File: src/bert_regs.svh
// register offsets, field positions, reset values and counts of the bit error rate tester
`ifndef BERT_REGS_SVH
`define BERT_REGS_SVH

`define BERT_OFF_CTRL        8'h60
`define BERT_OFF_PCFG        8'h62
`define BERT_OFF_SEEDLO      8'h64
`define BERT_OFF_SEEDHI      8'h66
`define BERT_OFF_TEICR       8'h68
`define BERT_OFF_STAT        8'h6C

`define BERT_CTRL_UPDSEL     7
`define BERT_CTRL_LOCREQ     6
`define BERT_CTRL_RXLOAD     5
`define BERT_CTRL_RXINV      4
`define BERT_CTRL_RESYNC     3
`define BERT_CTRL_ARDIS      2
`define BERT_CTRL_TXLOAD     1
`define BERT_CTRL_TXINV      0

`define BERT_PCFG_FB_MSB     12
`define BERT_PCFG_FB_LSB     8
`define BERT_PCFG_PTS        5
`define BERT_PCFG_LEN_MSB    4
`define BERT_PCFG_LEN_LSB    0
`define BERT_PCFG_MASK       16'h1F3F

`define TRANSMIT_ERROR_INSERTION_CONTROL_RATE_MSB  5
`define TRANSMIT_ERROR_INSERTION_CONTROL_RATE_LSB  3
`define TRANSMIT_ERROR_INSERTION_CONTROL_SEN       2
`define TRANSMIT_ERROR_INSERTION_CONTROL_SOFT      1
`define TRANSMIT_ERROR_INSERTION_CONTROL_SRC       0
`define TRANSMIT_ERROR_INSERTION_CONTROL_MASK      16'h003F

`define BERT_STAT_DONE       3
`define BERT_STAT_NZ         1
`define BERT_STAT_OOS        0

`define BERT_RST_REG         16'h0000
`define BERT_RST_SEED        32'h0000_0000

`define BERT_SYNC_MATCHES    6'h20
`define BERT_WIN_LAST        6'h3F
`define BERT_MISM_LIMIT      3'h6
`define BERT_ERRCNT_MAX      24'hFFFFFF

`endif

File: src/bert_pkg.sv
// types shared by the bit error rate tester files
package bert_pkg;

	typedef struct packed {
		logic bitEn;
		logic data;
	} bert_line_type;

	typedef struct packed {
		logic       prbs;
		logic [4:0] lenTap;
		logic [4:0] fbTap;
	} bert_pat_type;

	typedef enum logic {SYNC_HUNT, SYNC_LOCKED} bert_sync_type;

endpackage

File: src/bert_pgen.sv
// pattern generator: 32-stage shift register with length and feedback taps
`include "bert_regs.svh"
`timescale 1ns/1ps
`default_nettype none

module bert_pgen (
	input  wire logic              clk,
	input  wire logic              nrst,
	input  wire logic              load,
	input  wire logic              step,
	input  wire logic              useExt,
	input  wire logic              extBit,
	input  wire logic [31:0]       seed,
	input  wire bert_pkg::bert_pat_type cfg,
	output logic                   outBit,
	output logic                   nextBit
);
	import bert_pkg::*;

	logic [31:0] state_r;
	logic        feedBit;

	// stage k sits at index k-1, so tap field values index directly
	assign outBit  = state_r[cfg.lenTap];
	assign nextBit = cfg.prbs ? (state_r[cfg.lenTap] ^ state_r[cfg.fbTap])
		: state_r[cfg.lenTap];
	assign feedBit = useExt ? extBit : nextBit;

	always_ff @(posedge clk or negedge nrst) begin
		if (!nrst) begin
			state_r <= `BERT_RST_SEED;
		end else if (load) begin
			state_r <= seed;
		end else if (step) begin
			state_r <= {state_r[30:0], feedBit};
		end
	end

endmodule
`default_nettype wire

File: src/bert_top.sv
// bit error rate tester: registers, transmit insertion, receive sync and error checking
`include "bert_regs.svh"
`timescale 1ns/1ps
`default_nettype none

module bert_top (
	input  wire logic                    clk,
	input  wire logic                    nrst,
	input  wire logic [7:0]              regAddr,
	input  wire logic [15:0]             regWrData,
	input  wire logic                    regWr,
	input  wire logic                    regRd,
	output logic      [15:0]             regRdData,
	input  wire logic                    txBitEn,
	output bert_pkg::bert_line_type      txLine,
	input  wire bert_pkg::bert_line_type rxLine,
	input  wire logic                    extErrInsert,
	input  wire logic                    globalUpdateReq
);
	import bert_pkg::*;

	////////////////////////////////////////////////////////////////////////////
	// register file

	logic [15:0]   ctrl_r;
	logic [15:0]   pcfg_r;
	logic [31:0]   seed_r;
	logic [15:0]   teicr_r;
	logic [15:0]   ctrlPrev_r;
	logic          wrCtrl;
	logic          wrPcfg;
	logic          wrSeedLo;
	logic          wrSeedHi;
	logic          wrTeicr;
	logic          rdHit;
	logic [15:0]   statWord;
	logic [15:0]   rdMux;

	assign wrCtrl   = regWr && (regAddr == `BERT_OFF_CTRL);
	assign wrPcfg   = regWr && (regAddr == `BERT_OFF_PCFG);
	assign wrSeedLo = regWr && (regAddr == `BERT_OFF_SEEDLO);
	assign wrSeedHi = regWr && (regAddr == `BERT_OFF_SEEDHI);
	assign wrTeicr  = regWr && (regAddr == `BERT_OFF_TEICR);

	always_ff @(posedge clk or negedge nrst) begin
		if (!nrst) begin
			ctrl_r     <= `BERT_RST_REG;
			pcfg_r     <= `BERT_RST_REG;
			seed_r     <= `BERT_RST_SEED;
			teicr_r    <= `BERT_RST_REG;
			ctrlPrev_r <= `BERT_RST_REG;
		end else begin
			ctrlPrev_r <= ctrl_r;
			if (wrCtrl) ctrl_r <= {8'h00, regWrData[7:0]};
			if (wrPcfg) pcfg_r <= regWrData & `BERT_PCFG_MASK;
			if (wrSeedLo) seed_r[15:0] <= regWrData;
			if (wrSeedHi) seed_r[31:16] <= regWrData;
			if (wrTeicr) teicr_r <= regWrData & `TRANSMIT_ERROR_INSERTION_CONTROL_MASK;
		end
	end

	// rising edges of control bits, seen one cycle after the write lands
	logic txLoadRise;
	logic rxLoadRise;
	logic resyncRise;

	assign txLoadRise = ctrl_r[`BERT_CTRL_TXLOAD] && !ctrlPrev_r[`BERT_CTRL_TXLOAD];
	assign rxLoadRise = ctrl_r[`BERT_CTRL_RXLOAD] && !ctrlPrev_r[`BERT_CTRL_RXLOAD];
	assign resyncRise = ctrl_r[`BERT_CTRL_RESYNC] && !ctrlPrev_r[`BERT_CTRL_RESYNC];

	bert_pat_type pcfgNow;

	assign pcfgNow.prbs   = !pcfg_r[`BERT_PCFG_PTS];
	assign pcfgNow.lenTap = pcfg_r[`BERT_PCFG_LEN_MSB:`BERT_PCFG_LEN_LSB];
	assign pcfgNow.fbTap  = pcfg_r[`BERT_PCFG_FB_MSB:`BERT_PCFG_FB_LSB];

	////////////////////////////////////////////////////////////////////////////
	// external insertion pin synchroniser

	logic extMeta_r;
	logic extSync_r;

	always_ff @(posedge clk or negedge nrst) begin
		if (!nrst) begin
			extMeta_r <= 1'b0;
			extSync_r <= 1'b0;
		end else begin
			extMeta_r <= extErrInsert;
			extSync_r <= extMeta_r;
		end
	end

	////////////////////////////////////////////////////////////////////////////
	// transmit generator and error insertion

	bert_pat_type txCfg_r;
	logic         txGenBit;

	always_ff @(posedge clk or negedge nrst) begin
		if (!nrst) begin
			txCfg_r <= '0;
		end else if (txLoadRise) begin
			txCfg_r <= pcfgNow;
		end
	end

	bert_pgen txGen (
		.clk     (clk),
		.nrst    (nrst),
		.load    (txLoadRise),
		.step    (txBitEn && !txLoadRise),
		.useExt  (1'b0),
		.extBit  (1'b0),
		.seed    (seed_r),
		.cfg     (txLoadRise ? pcfgNow : txCfg_r),
		.outBit  (txGenBit),
		.nextBit ()
	);

	function automatic logic [23:0] decadeLast(input logic [2:0] n);
		case (n)
			3'h1:    decadeLast = 24'h000009;
			3'h2:    decadeLast = 24'h000063;
			3'h3:    decadeLast = 24'h0003E7;
			3'h4:    decadeLast = 24'h00270F;
			3'h5:    decadeLast = 24'h01869F;
			3'h6:    decadeLast = 24'h0F423F;
			3'h7:    decadeLast = 24'h98967F;
			default: decadeLast = 24'h000000;
		endcase
	endfunction

	logic [2:0]  curRate_r;
	logic [23:0] rateCnt_r;
	logic [2:0]  newRate;
	logic        rateHit;

	assign newRate = teicr_r[`TRANSMIT_ERROR_INSERTION_CONTROL_RATE_MSB:`TRANSMIT_ERROR_INSERTION_CONTROL_RATE_LSB];
	assign rateHit = txBitEn && (curRate_r != 3'h0)
		&& (rateCnt_r == decadeLast(curRate_r));

	always_ff @(posedge clk or negedge nrst) begin
		if (!nrst) begin
			curRate_r <= 3'h0;
			rateCnt_r <= 24'h000000;
		end else if (curRate_r == 3'h0) begin
			// idle: a written nonzero code starts counting at once
			curRate_r <= newRate;
			rateCnt_r <= 24'h000000;
		end else if (rateHit) begin
			curRate_r <= newRate;
			rateCnt_r <= 24'h000000;
		end else if (txBitEn) begin
			rateCnt_r <= rateCnt_r + 24'h000001;
		end
	end

	// the source mux sits before the edge detector, so a select change
	// while the new source is high reads as a rise
	logic trigLevel;
	logic trigPrev_r;
	logic trigRise;
	logic singleEn;
	logic single_r;
	logic errNow;

	assign singleEn  = teicr_r[`TRANSMIT_ERROR_INSERTION_CONTROL_SEN];
	assign trigLevel = teicr_r[`TRANSMIT_ERROR_INSERTION_CONTROL_SRC] ? extSync_r
		: teicr_r[`TRANSMIT_ERROR_INSERTION_CONTROL_SOFT];
	assign trigRise  = trigLevel && !trigPrev_r;
	assign errNow    = rateHit || (txBitEn && single_r && singleEn);

	always_ff @(posedge clk or negedge nrst) begin
		if (!nrst) begin
			trigPrev_r <= 1'b0;
			single_r   <= 1'b0;
		end else begin
			trigPrev_r <= trigLevel;
			// repeated rises merge into one pending error; a new rise wins
			single_r <= (trigRise && singleEn)
				|| (single_r && !txBitEn);
		end
	end

	always_ff @(posedge clk or negedge nrst) begin
		if (!nrst) begin
			txLine <= '0;
		end else begin
			txLine.bitEn <= txBitEn;
			if (txBitEn) begin
				txLine.data <= txGenBit ^ errNow ^ ctrl_r[`BERT_CTRL_TXINV];
			end
		end
	end

	////////////////////////////////////////////////////////////////////////////
	// receive checker

	bert_pat_type  rxCfg_r;
	bert_sync_type syncState_r;
	logic          rxBit;
	logic          rxPredict;
	logic          rxMismatch;
	logic          hunting;
	logic          forceHunt;
	logic [5:0]    matchCnt_r;
	logic [5:0]    winCnt_r;
	logic [2:0]    mismCnt_r;
	logic          tooMany;

	assign rxBit      = rxLine.data ^ ctrl_r[`BERT_CTRL_RXINV];
	assign hunting    = (syncState_r == SYNC_HUNT);
	assign rxMismatch = rxLine.bitEn && (rxBit != rxPredict);
	assign forceHunt  = rxLoadRise || resyncRise;
	assign tooMany    = rxMismatch && (mismCnt_r >= `BERT_MISM_LIMIT - 3'h1)
		&& !ctrl_r[`BERT_CTRL_ARDIS];

	always_ff @(posedge clk or negedge nrst) begin
		if (!nrst) begin
			rxCfg_r <= '0;
		end else if (rxLoadRise) begin
			rxCfg_r <= pcfgNow;
		end
	end

	// while hunting the generator is filled from the line itself
	bert_pgen rxGen (
		.clk     (clk),
		.nrst    (nrst),
		.load    (rxLoadRise),
		.step    (rxLine.bitEn && !rxLoadRise),
		.useExt  (hunting),
		.extBit  (rxBit),
		.seed    (seed_r),
		.cfg     (rxLoadRise ? pcfgNow : rxCfg_r),
		.outBit  (),
		.nextBit (rxPredict)
	);

	always_ff @(posedge clk or negedge nrst) begin
		if (!nrst) begin
			syncState_r <= SYNC_HUNT;
			matchCnt_r  <= 6'h00;
			winCnt_r    <= 6'h00;
			mismCnt_r   <= 3'h0;
		end else if (forceHunt) begin
			syncState_r <= SYNC_HUNT;
			matchCnt_r  <= 6'h00;
		end else if (rxLine.bitEn) begin
			case (syncState_r)
				SYNC_HUNT: begin
					matchCnt_r <= rxMismatch ? 6'h00 : matchCnt_r + 6'h01;
					winCnt_r   <= 6'h00;
					mismCnt_r  <= 3'h0;
					if (!rxMismatch && matchCnt_r == `BERT_SYNC_MATCHES - 6'h01) begin
						syncState_r <= SYNC_LOCKED;
					end
				end
				SYNC_LOCKED: begin
					winCnt_r <= winCnt_r + 6'h01;
					if (tooMany) begin
						syncState_r <= SYNC_HUNT;
						matchCnt_r  <= 6'h00;
					end
					if (winCnt_r == `BERT_WIN_LAST) begin
						mismCnt_r <= 3'h0;
					end else if (rxMismatch && mismCnt_r != 3'h7) begin
						mismCnt_r <= mismCnt_r + 3'h1;
					end
				end
				default: syncState_r <= SYNC_HUNT;
			endcase
		end
	end

	////////////////////////////////////////////////////////////////////////////
	// error count and counter update

	logic        updLevel;
	logic        updPrev_r;
	logic        updRise;
	logic        updFall;
	logic        snapPend_r;
	logic        done_r;
	logic [23:0] errCnt_r;
	logic        countErr;

	assign updLevel = ctrl_r[`BERT_CTRL_UPDSEL] ? globalUpdateReq
		: ctrl_r[`BERT_CTRL_LOCREQ];
	assign updRise  = updLevel && !updPrev_r;
	assign updFall  = !updLevel && updPrev_r;
	assign countErr = rxMismatch && !hunting;

	always_ff @(posedge clk or negedge nrst) begin
		if (!nrst) begin
			updPrev_r  <= 1'b0;
			snapPend_r <= 1'b0;
			done_r     <= 1'b0;
			errCnt_r   <= 24'h000000;
		end else begin
			updPrev_r  <= updLevel;
			snapPend_r <= updRise;
			if (updFall) begin
				done_r <= 1'b0;
			end else if (snapPend_r) begin
				done_r <= 1'b1;
			end
			// a snapshot restarts the count but keeps an error of that cycle
			if (updRise) begin
				errCnt_r <= {23'h000000, countErr};
			end else if (countErr && errCnt_r != `BERT_ERRCNT_MAX) begin
				errCnt_r <= errCnt_r + 24'h000001;
			end
		end
	end

	////////////////////////////////////////////////////////////////////////////
	// read side

	always_comb begin
		statWord = 16'h0000;
		statWord[`BERT_STAT_DONE] = done_r;
		statWord[`BERT_STAT_NZ]   = (errCnt_r != 24'h000000);
		statWord[`BERT_STAT_OOS]  = hunting;
	end

	assign rdHit = regRd;
	assign rdMux = (regAddr == `BERT_OFF_CTRL)   ? ctrl_r
		: (regAddr == `BERT_OFF_PCFG)   ? pcfg_r
		: (regAddr == `BERT_OFF_SEEDLO) ? seed_r[15:0]
		: (regAddr == `BERT_OFF_SEEDHI) ? seed_r[31:16]
		: (regAddr == `BERT_OFF_TEICR)  ? teicr_r
		: (regAddr == `BERT_OFF_STAT)   ? statWord
		: 16'h0000;

	always_ff @(posedge clk or negedge nrst) begin
		if (!nrst) begin
			regRdData <= 16'h0000;
		end else if (rdHit) begin
			regRdData <= rdMux;
		end else begin
			regRdData <= 16'h0000;
		end
	end

endmodule
`default_nettype wire
File: config.mk
export PLATFORM = sky130hd
export DESIGN_NAME = bert_top
export DESIGN_NICKNAME = d
export VERILOG_FILES = /design/src/bert_pkg.sv /design/src/bert_pgen.sv /design/src/bert_top.sv
export VERILOG_INCLUDE_DIRS = /design/src
export SDC_FILE = /design/constraint.sdc
export NUM_CORES = 1
export LEC_CHECK = 0
export ABC_AREA = 1
export BUFFER_PORTS_ARGS = -buffer_cell sky130_fd_sc_hd__buf_2
export CAP_MARGIN = 20
export CORE_MARGIN = 4
export CORE_UTILIZATION = 54
export CTS_BUF_LIST = sky130_fd_sc_hd__clkbuf_4
export CTS_CLUSTER_DIAMETER = 150
export DETAILED_ROUTE_END_ITERATION = 8
export PLACE_DENSITY = 0.74
export REMOVE_ABC_BUFFERS = 1
export SLEW_MARGIN = 10
export SYNTH_ARGS = -nofsm -noshare
export SYNTH_HDL_FRONTEND = slang
export SYNTH_SLANG_ARGS = --single-unit
export TNS_END_PERCENT = 100
File: constraint.sdc
create_clock -name clk -period 2.3 [get_ports clk]
set_input_delay 0.46 -clock clk [delete_from_list [all_inputs] [get_ports clk]]
set_output_delay 0.46 -clock clk [all_outputs]
set_load 0.01 [all_outputs]
# Word level (Yosys, flattened, before mapping)
# Index checks and enable logic that the tools add are counted.
[word_totals]
register_bits = 241
word_cells = 173
latch_bits = 0
mem_count = 0
input_bits = 33
romBits = 0
output_inout_bits = 18
mem_bits_rw = 0
[op_classes]
n_lt_le_gt_ge = 5
n_addsub = 5
n_shift = 0
div_mod_pow = 0
multipliers = 0
n_mux = 50
eq_ne = 21
reduce_logical = 54
bitwise_logic = 7
[op_table]
columns = ["op", "count"]
rows = [
  ["one-hot mux 24 bit (7 select lines)", 1],
  ["2-to-1 mux 32 bit", 4],
  ["2-to-1 mux 24 bit", 5],
  ["2-to-1 mux 16 bit", 5],
  ["adder 24 x 1 -> 24 bit (second input constant)", 2],
  ["equality test 8 x 7 -> 1 bit (second input constant)", 6],
  ["2-to-1 mux 6 bit", 5],
  ["logical AND 1 bit", 26],
  ["equality test 24 bit", 1],
  ["< comparator 5 x 6 -> 1 bit (second input constant)", 4],
  ["inequality test 24 bit (second input constant)", 1],
  ["one-hot mux 6 bit (2 select lines)", 2],
  ["nonzero test 24 bit", 1],
  ["2-to-1 mux 11 bit", 2],
  ["binary-select mux 1 bit (select 5 bit)", 4],
  ["2-to-1 mux 1 bit", 15],
  ["adder 6 x 1 -> 6 bit (second input constant)", 2],
  ["equality test 3 bit (second input constant)", 4],
  ["zero test 1 bit", 12],
  ["2-to-1 mux 3 bit", 4],
  ["nonzero test 2 bit", 6],
  ["equality test 3 x 2 -> 1 bit (second input constant)", 2],
  ["equality test 6 x 5 -> 1 bit (second input constant)", 1],
  ["equality test 6 bit (second input constant)", 1],
  ["16 further kinds", 26],
]

# Depth between registers and ports, before layout
# Gate-level depths: netlist of run 1.
[logic_depth]
word_depth = 15
mapped_depth = 21

# By module
# From an unflattened synthesis of run 1, not the netlist that was laid out.
[unflattened]
cells_unflattened = 1728
hier_area_um2 = 13015.0
[modules_own_cells]
columns = ["module", "area_per_inst_um2", "n_inst", "cells_per_inst"]
rows = [
  ["bert_top", 8745.9, 1, 1108],
  ["bert_pgen", 2134.5, 2, 310],
]

# Least setup slack after synthesis of run 1
# OpenSTA, ideal clock, no wires.
[synth_path]
path_type = "register to register"
from = "register curRate_r[1]"
to = "register rateCnt_r[21]"
stages_incl_launch_ff = 16
t_arrival_ps = 2238
setup_slack_ps = -60
period_less_slack_ps = 2360
setup_ps = 122
required_ps = 2178
cell_sequence = "dfrtp_1 > buf_2 > nor2_2 > inv_1 > nor2_1 > nor2_1 > nor2_1 > nand2_1 > nor3b_1 > nand2_1 > nor2_1 > nand2_1 > nor2_1 > nand4_1 > o21ai_1 > a21oi_1"
[synth_between]
elab_chain_cells = 6
word_cells_on_any_way = 16
classes_between = "eq/ne: 8; mux: 3; reduce/logical: 5"
[synth_lines]
columns = ["item", "line_no", "source"]
rows = [
  ["start: declaration", "bert_top.sv:133", "logic [2:0] curRate_r;"],
  ["start signal: assignment", "bert_top.sv:148", "curRate_r <= newRate;"],
  ["start signal: assignment", "bert_top.sv:151", "curRate_r <= newRate;"],
  ["equality test 3 bit (tied with other cells)", "bert_top.sv:121", "case (n)"],
  ["one-hot mux 24 bit (7 select lines)", "bert_top.sv:121", ""],
  ["equality test 24 bit", "bert_top.sv:140", "&& (rateCnt_r == decadeLast(curRate_r));"],
  ["logical AND 1 bit", "bert_top.sv:140", ""],
  ["2-to-1 mux 24 bit", "bert_top.sv:150", "end else if (rateHit) begin"],
  ["2-to-1 mux 24 bit", "bert_top.sv:146", "end else if (curRate_r == 3'h0) begin"],
  ["end signal: assignment", "bert_top.sv:154", "rateCnt_r <= rateCnt_r + 24'h000001;"],
  ["end: declaration", "bert_top.sv:134", "logic [23:0] rateCnt_r;"],
]
# Several ways; a longest one is shown, not always the timed one.
# A chain may end at the register's enable or synchronous reset.

==> metrics, run 1 <==
Leak 7.55 nW; Distinct cells, synth 44; hold_sp regWrData[15]; WP data required 2850 ps; Arr. time, crit path 3120 ps; WL final 38.4 mm; total track usage 0.279; wire per inst 17.8 um; critical-path cell with the highest stage delay dfrtp_1; simple-gate share of the synthesized area 0.262; worst clock skew 44.1 ps; Post-synth EDFFs 0; Avg Vias per Cell 5.82; Synth Warn # 0; clock transition at the registers of the reported paths 60 ps; Sw Share 0.351; CP Max Fanout 7; IO Count 51; Final Net Count 1843; Max Fclk 390 MHz; Clk pwr share 0.309; share of power burned in registers 0.404; post-route ant nets 0; CTS Root Cell clkbuf_4; most frequent cells after synthesis 402 x nand2_1, 238 x dfrtp_1, 215 x inv_1, 156 x nand3_1, 131 x o21ai_0; GP Congestion 0.973; dominant cells by area after synthesis dfrtp_1 47%, nand2_1 12%, inv_1 6.4%, nand3_1 6.2%, o21ai_0 5.2%; Tcrit/Tclk final 1.12; Worst VDD drop 613 uV; largest net degree at the start of global routing 66; Power Internal 8.26 mW; initial antenna violation count 1; Slew Limit Fails 0; fraction of layout cells with a size suffix above 1 0.237; part of the power in combinational logic 0.287; worst-path cell chain inv_2 -> nand2_8 -> clkbuf_16 -> o21ai_4 -> inv_4 -> nand3_2 -> nand3_2 -> nand3_2 -> nand2_4 -> nand3_2 -> nand2_2 -> nand2_4 -> nand3_4 -> nor2_4 -> nand2_4 -> clkbuf_16 -> nand3_2 -> nand2_1; Die Y 161 um; post-synth top area share 0.470; Async SR Flop Fraction 1.00; post-synthesis mux area share 0; later-pin clock latency in the skew report 690 ps; Worst R2R Start ctrlPrev_r[5]$_DFF_PN0_; GR peak layer met2; fin util 0.693; CP bufs+invs 4; GR Overflow Total 0; CP peak stage delay 390 ps; Sink Count 238; WS Path Type reg -> reg; CTS tree done; maximum buffer depth of the clock tree 3; worst reg2reg path depth 18; GR met3 Demand/Resource 0.0648; Min-Delay Endpoint seed_r[15]$_DFFE_PN0P_; post-synth top area cell dfrtp_1; Worst Hold Class in -> reg; hold_ws 43.3 ps; detailed-route DRC error count 0; Crit path max-delay family simple AND/OR/NAND/NOR gates; final worst slack -266 ps; Core Footprint 0.0228 sq mm; sequential element share of the synthesized area 0.470; final setup violating endpoints 35; FF-to-FF setup slack -270 ps; P&R area growth vs syn 24.9%; DP Worst Slack -245 ps; Via Count 12600; Synth Area in XOR/XNOR 0.0339; Max-Cap Viols 0; first-pass GRT wire length 59.3 mm; H-Tree Level Count 3; total power 12.7 mW; element type at the critical path end flip-flop; Seq cells post-synth 238; die area 0.0260 sq mm; status complete, but fails checks; largest family of logic cells by synthesized area simple AND/OR/NAND/NOR gates; compound-cell area share of the yosys netlist 0.138; Synth Cell Area 0.0127 sq mm; Port Buffers 50; failing checks setup timing; cts bufs inserted 68; Starting Density 0.555; Slew HR 0.510; Sw Pwr 4.46 mW; setup tns final -7080 ps; vias in the first global route 11800; RSZ-0062 raised after global routing true; Worst Hold Depth 3; PD cells 804 mW/mm^2; DRT iter0 DRCs 1215; Pre-antenna DRT Iters 6; Rows 55; endpoints failing hold 0; die width 161 um; area share of fa/ha/maj cells after synthesis 0.00790; Top FF cell, synth dfrtp_1; CP most frequent cell nand3_2; Final HPWL DP 25.5 mm; worst reg2reg path endpoint errCnt_r[0]$_DFFE_PN0P_; met2 usage 0.440; Worst Setup Start Kind flip-flop; min Tclk post-route 2570 ps; Mean Syn Cell Area 7.84 sq um; Worst-Margin Slew 728 ps; Gate Count Post-Synth 1616; count leader, synth nand2_1; GR Util met1 0.376
## worst max path at each step
| stage | start | endpoint | slack [ps] | depth (start not counted) |
|---|---|---|---|---|
| after global routing | ctrlPrev_r[5]$_DFF_PN0_ | errCnt_r[4]$_DFFE_PN0P_ | -420 | 21 |
| final | ctrlPrev_r[5]$_DFF_PN0_ | errCnt_r[0]$_DFFE_PN0P_ | -270 | 18 |
| after detailed placement | ctrlPrev_r[5]$_DFF_PN0_ | errCnt_r[7]$_DFFE_PN0P_ | -240 | 20 |
| after global placement | ctrl_r[1]$_DFFE_PN0P_ | txGen.state_r[0]$_DFFE_PN0P_ | -170 | 13 |
| after CTS | ctrlPrev_r[5]$_DFF_PN0_ | errCnt_r[7]$_DFFE_PN0P_ | -180 | 19 |
| after floorplan | ctrlPrev_r[1]$_DFF_PN0_ | txGen.state_r[0]$_DFFE_PN0P_ | -1150 | 11 |
## per-stage QoR
stage / area (sq um) / cells
2_1_floorplan: 12400 / 1554
3_3_place_gp: 14000 / 2024
3_5_place_dp: 14000 / 2024
4_1_cts: 14900 / 2139
5_1_grt: 15800 / 2157
6_report: 15800 / 2157
## what timing repair did
action                                  in CTS  in global routing
pin swaps                                    4                 50
resized for setup                           20                168
endpoints found under the setup margin      39                 73
setup buffers                                0                  8
gates cloned                                 2                  9
hold buffers                                 2                  0
hold endpoints to repair                    61                  0
## layout by cell type (no fill, tap or decap), drive strengths merged, types with 13 or more instances in the layout
cell / netlist / final
nand4: 50 / 50
a21oi: 46 / 46
dfrtp: 238 / 238
buf: 17 / 167
nor4: 16 / 16
nand3: 158 / 158
o21ai: 142 / 143
inv: 219 / 223
xor2: 40 / 40
nor3: 29 / 29
clkbuf: 45 / 100
o221ai: 59 / 59
clkinv: 6 / 16
nand2: 408 / 411
nor2: 79 / 79
o211ai: 13 / 13
## power by group through the flow
stage          combinational, mW  clock [mW]  sequential (mW)
5_1_grt                     4.01        4.24             5.19
4_1_cts                     3.05        4.01             5.10
2_1_floorplan               1.93           0             5.05
3_5_place_dp                3.00           0             5.17
6_report                    3.65        3.93             5.14
3_3_place_gp                2.94           0             5.16
## layer usage
layer  routed length [um]  part of all wire
met5                    0                 0
met4                 1610             0.042
met3                 3660             0.095
met2                17800              0.46
met1                15400              0.40
## sequential cells by signal (all words and copies together) (netlist names), 8 cells and up
name and flops:
rxGen.state_r 32, txGen.state_r 32, errCnt_r 24, ctrl_r 8, txCfg_r 11, pcfg_r 11
seed_r 32, rateCnt_r 24, regRdData 16, rxCfg_r 11
## worst register-to-register path, cell delays in order (launching register included)
cell and delay, ps:
dfrtp_1 390, inv_2 120, nand2_8 100, clkbuf_16 180
o21ai_4 290, inv_4 100, nand3_2 100, nand3_2 90
nand3_2 90, nand2_4 70, nand3_2 100, nand2_2 80
nand2_4 80, nand3_4 80, nor2_4 160, nand2_4 130
clkbuf_16 200, nand3_2 60, nand2_1 50
## kinds of logic (layout without fill, tap and decap cells)
| kind of cell | Yosys count | after routing |
|---|---|---|
| AND/OR/NAND/NOR | 756 | 759 |
| buffers and inverters | 287 | 510 |
| AO/OA/AOI/OAI | 278 | 279 |
| flip-flops | 238 | 238 |
| XOR/XNOR | 49 | 49 |
| adder cells (fa/ha/maj) | 8 | 8 |
| other | 0 | 1 |
## cell type report
type	count	area [sq um]
diodes	1	2.50
clock buffers	95	713
clock inverters	16	116
fillers	1880	7010
inverters	225	851
multi-input cells	1095	6330
flip-flops and latches	238	5960
well taps	313	392
repair buffers	174	1470
No activity file was read; power rests on OpenSTA's default activity.
==> run 2, diff against run 1 <==
--- a/config.mk
+++ b/config.mk
@@ -14,7 +14,7 @@
 export CTS_BUF_LIST = sky130_fd_sc_hd__clkbuf_4
 export CTS_CLUSTER_DIAMETER = 150
 export DETAILED_ROUTE_END_ITERATION = 8
-export PLACE_DENSITY = 0.74
+export PLACE_DENSITY = 0.77
 export REMOVE_ABC_BUFFERS = 1
 export SLEW_MARGIN = 10
 export SYNTH_ARGS = -nofsm -noshare
==> run 2 against run 1 <==
The flow still finishes with violations (setup timing); combinational power fell by 6.6%; fmax shrank 1.9%; hold slack improved by 21 ps; flip-flop and latch count unchanged; critical path type unchanged; critical endpoint is now errCnt_r[20]$_DFFE_PN0P_; highest routed layer unchanged.
==> metrics, run 2 (synthesis gave the netlist of run 1 again) <==
final worst slack -317 ps; IO Count 51; Pre-antenna DRT Iters 5; maximum buffer depth of the clock tree 3; commonest non-fill, non-tap cell in the layout nand2_1; Worst Setup Start Kind flip-flop; Tcrit/Tclk final 1.14; FF-to-FF setup slack -320 ps; Final HPWL DP 26.7 mm; placed insts 2033; Worst VDD drop 561 uV; CTS tree done; Port Buffers 50; vias in the first global route 12200; commonest non-fill, non-tap cells in the layout 382 x nand2_1, 237 x dfrtp_1, 212 x inv_1; die width 161 um; DRT iter0 DRCs 1254; top flop regs rxGen.state_r: 32 flops, seed_r: 32 flops, txGen.state_r: 32 flops; Sink Count 238; CTS Root Cell clkbuf_4; H-Tree Level Count 3; first-pass GRT wire length 61.6 mm; Layout fillers 1930; WS Path Type reg -> reg; PD cells 821 mW/mm^2; Die Y 161 um; Slew Limit Fails 0; WL final 38.0 mm; total track usage 0.293; Worst Hold Class in -> reg; failing checks setup timing; initial antenna violation count 1; hold_sp regWrData[14]; later-pin clock latency in the skew report 680 ps; CP peak stage delay 410 ps; critical-path cell with the highest stage delay dfrtp_1; Slew HR 0.542; GP Congestion 0.984; RSZ-0062 raised after global routing true; Leak 7.48 nW; Rows 55; P&R area growth vs syn 22.0%; Crit path max-delay family simple AND/OR/NAND/NOR gates; die area 0.0260 sq mm; status complete, but fails checks; Worst R2R Start ctrlPrev_r[5]$_DFF_PN0_; endpoints failing hold 0; fraction of layout cells with a size suffix above 1 0.196; clock transition at the registers of the reported paths 70 ps; element type at the critical path end flip-flop; Max Fclk 382 MHz; Non-Filler Instances 2164; CP bufs+invs 4; final setup violating endpoints 35; hold_ws 64.3 ps; detailed-route DRC error count 0; Via Count 12400; CP Max Fanout 8; worst reg2reg path depth 21; Starting Density 0.555; Avg Vias per Cell 5.74; worst clock skew 37.0 ps; Max-Cap Viols 0; Worst-Margin Slew 681 ps; post-route ant nets 0; Min-Delay Endpoint seed_r[14]$_DFFE_PN0P_; min Tclk post-route 2620 ps; Core Footprint 0.0228 sq mm; cts bufs inserted 67; WP data required 2850 ps; Worst Hold Depth 3; worst reg2reg path endpoint errCnt_r[20]$_DFFE_PN0P_; GR Overflow Total 0; worst-path cell chain inv_4 -> nand2_8 -> buf_12 -> nand2_4 -> o21ai_4 -> buf_12 -> nand3_1 -> nand3_1 -> nand3_1 -> nand3_2 -> nand2_4 -> nand2_2 -> nand2_2 -> nand2_2 -> nand2_4 -> nand3_4 -> nor2_4 -> nand2_4 -> clkbuf_16 -> nand3_1 -> nand2_1; Final Net Count 1846; wire per inst 17.6 um; largest net degree at the start of global routing 59; Arr. time, crit path 3170 ps
run 2: tightest hold or removal path, cell delays in order:
cell,delay [ps]
buf_2,90
inv_1,70
o21ai_0,80
run 2: what timing repair did:
item	4_1_cts	5_1_grt
resized for setup	47	37
pin swaps	4	14
hold endpoints to repair	46	0
setup buffers	4	1
endpoints found under the setup margin	38	74
gates cloned	5	4
hold buffers	2	0
run 2: worst max path at each step:
stage	start	to	slack (ps)	cells past startpoint
after floorplan	ctrlPrev_r[1]$_DFF_PN0_	txGen.state_r[0]$_DFFE_PN0P_	-1150	11
after global placement	ctrlPrev_r[5]$_DFF_PN0_	errCnt_r[0]$_DFFE_PN0P_	-240	18
after detailed placement	ctrlPrev_r[5]$_DFF_PN0_	errCnt_r[5]$_DFFE_PN0P_	-340	18
after CTS	ctrlPrev_r[5]$_DFF_PN0_	errCnt_r[5]$_DFFE_PN0P_	-190	21
after global routing	ctrlPrev_r[5]$_DFF_PN0_	errCnt_r[0]$_DFFE_PN0P_	-430	21
final	ctrlPrev_r[5]$_DFF_PN0_	errCnt_r[20]$_DFFE_PN0P_	-320	21
run 2: per-stage QoR:
stage	utilization	total power, mW	area (sq um)	TNS (ps)	worst slack, ps
global placement	0.615	8.18	14100	-7530	-237
CTS	0.665	12.6	15200	-4410	-194
detailed placement	0.615	8.26	14100	-10280	-344
floorplan	-	6.98	12400	-37870	-1150
finish	0.677	12.7	15500	-8760	-317
global route	0.677	13.5	15500	-15580	-430
run 2: per-layer routing:
metal	part of all wire	GRT usage
met1	0.41	0.396
met3	0.086	0.0584
met2	0.47	0.468
met5	0	0
met4	0.033	0.115
run 2: where the power goes:
group | total [mW] | switching, mW | internal [mW]
Combinational | 3.41 | 2.08 | 1.33
Sequential | 5.14 | 0.413 | 4.72
Clock | 4.15 | 1.78 | 2.36
Total | 12.7 | 4.28 | 8.42
run 2: layout make-up:
cell class,count,area [sq um],share of cell area
Timing Repair Buffer,177,1450,0.0935
Clock inverter,18,181,0.0117
Antenna cell,1,2.50,0.000162
Sequential cell,238,5960,0.385
Tap cell,313,392,0.0253
Multi-Input combinational cell,1096,5920,0.383
Clock buffer,96,721,0.0466
Inverter,225,848,0.0548
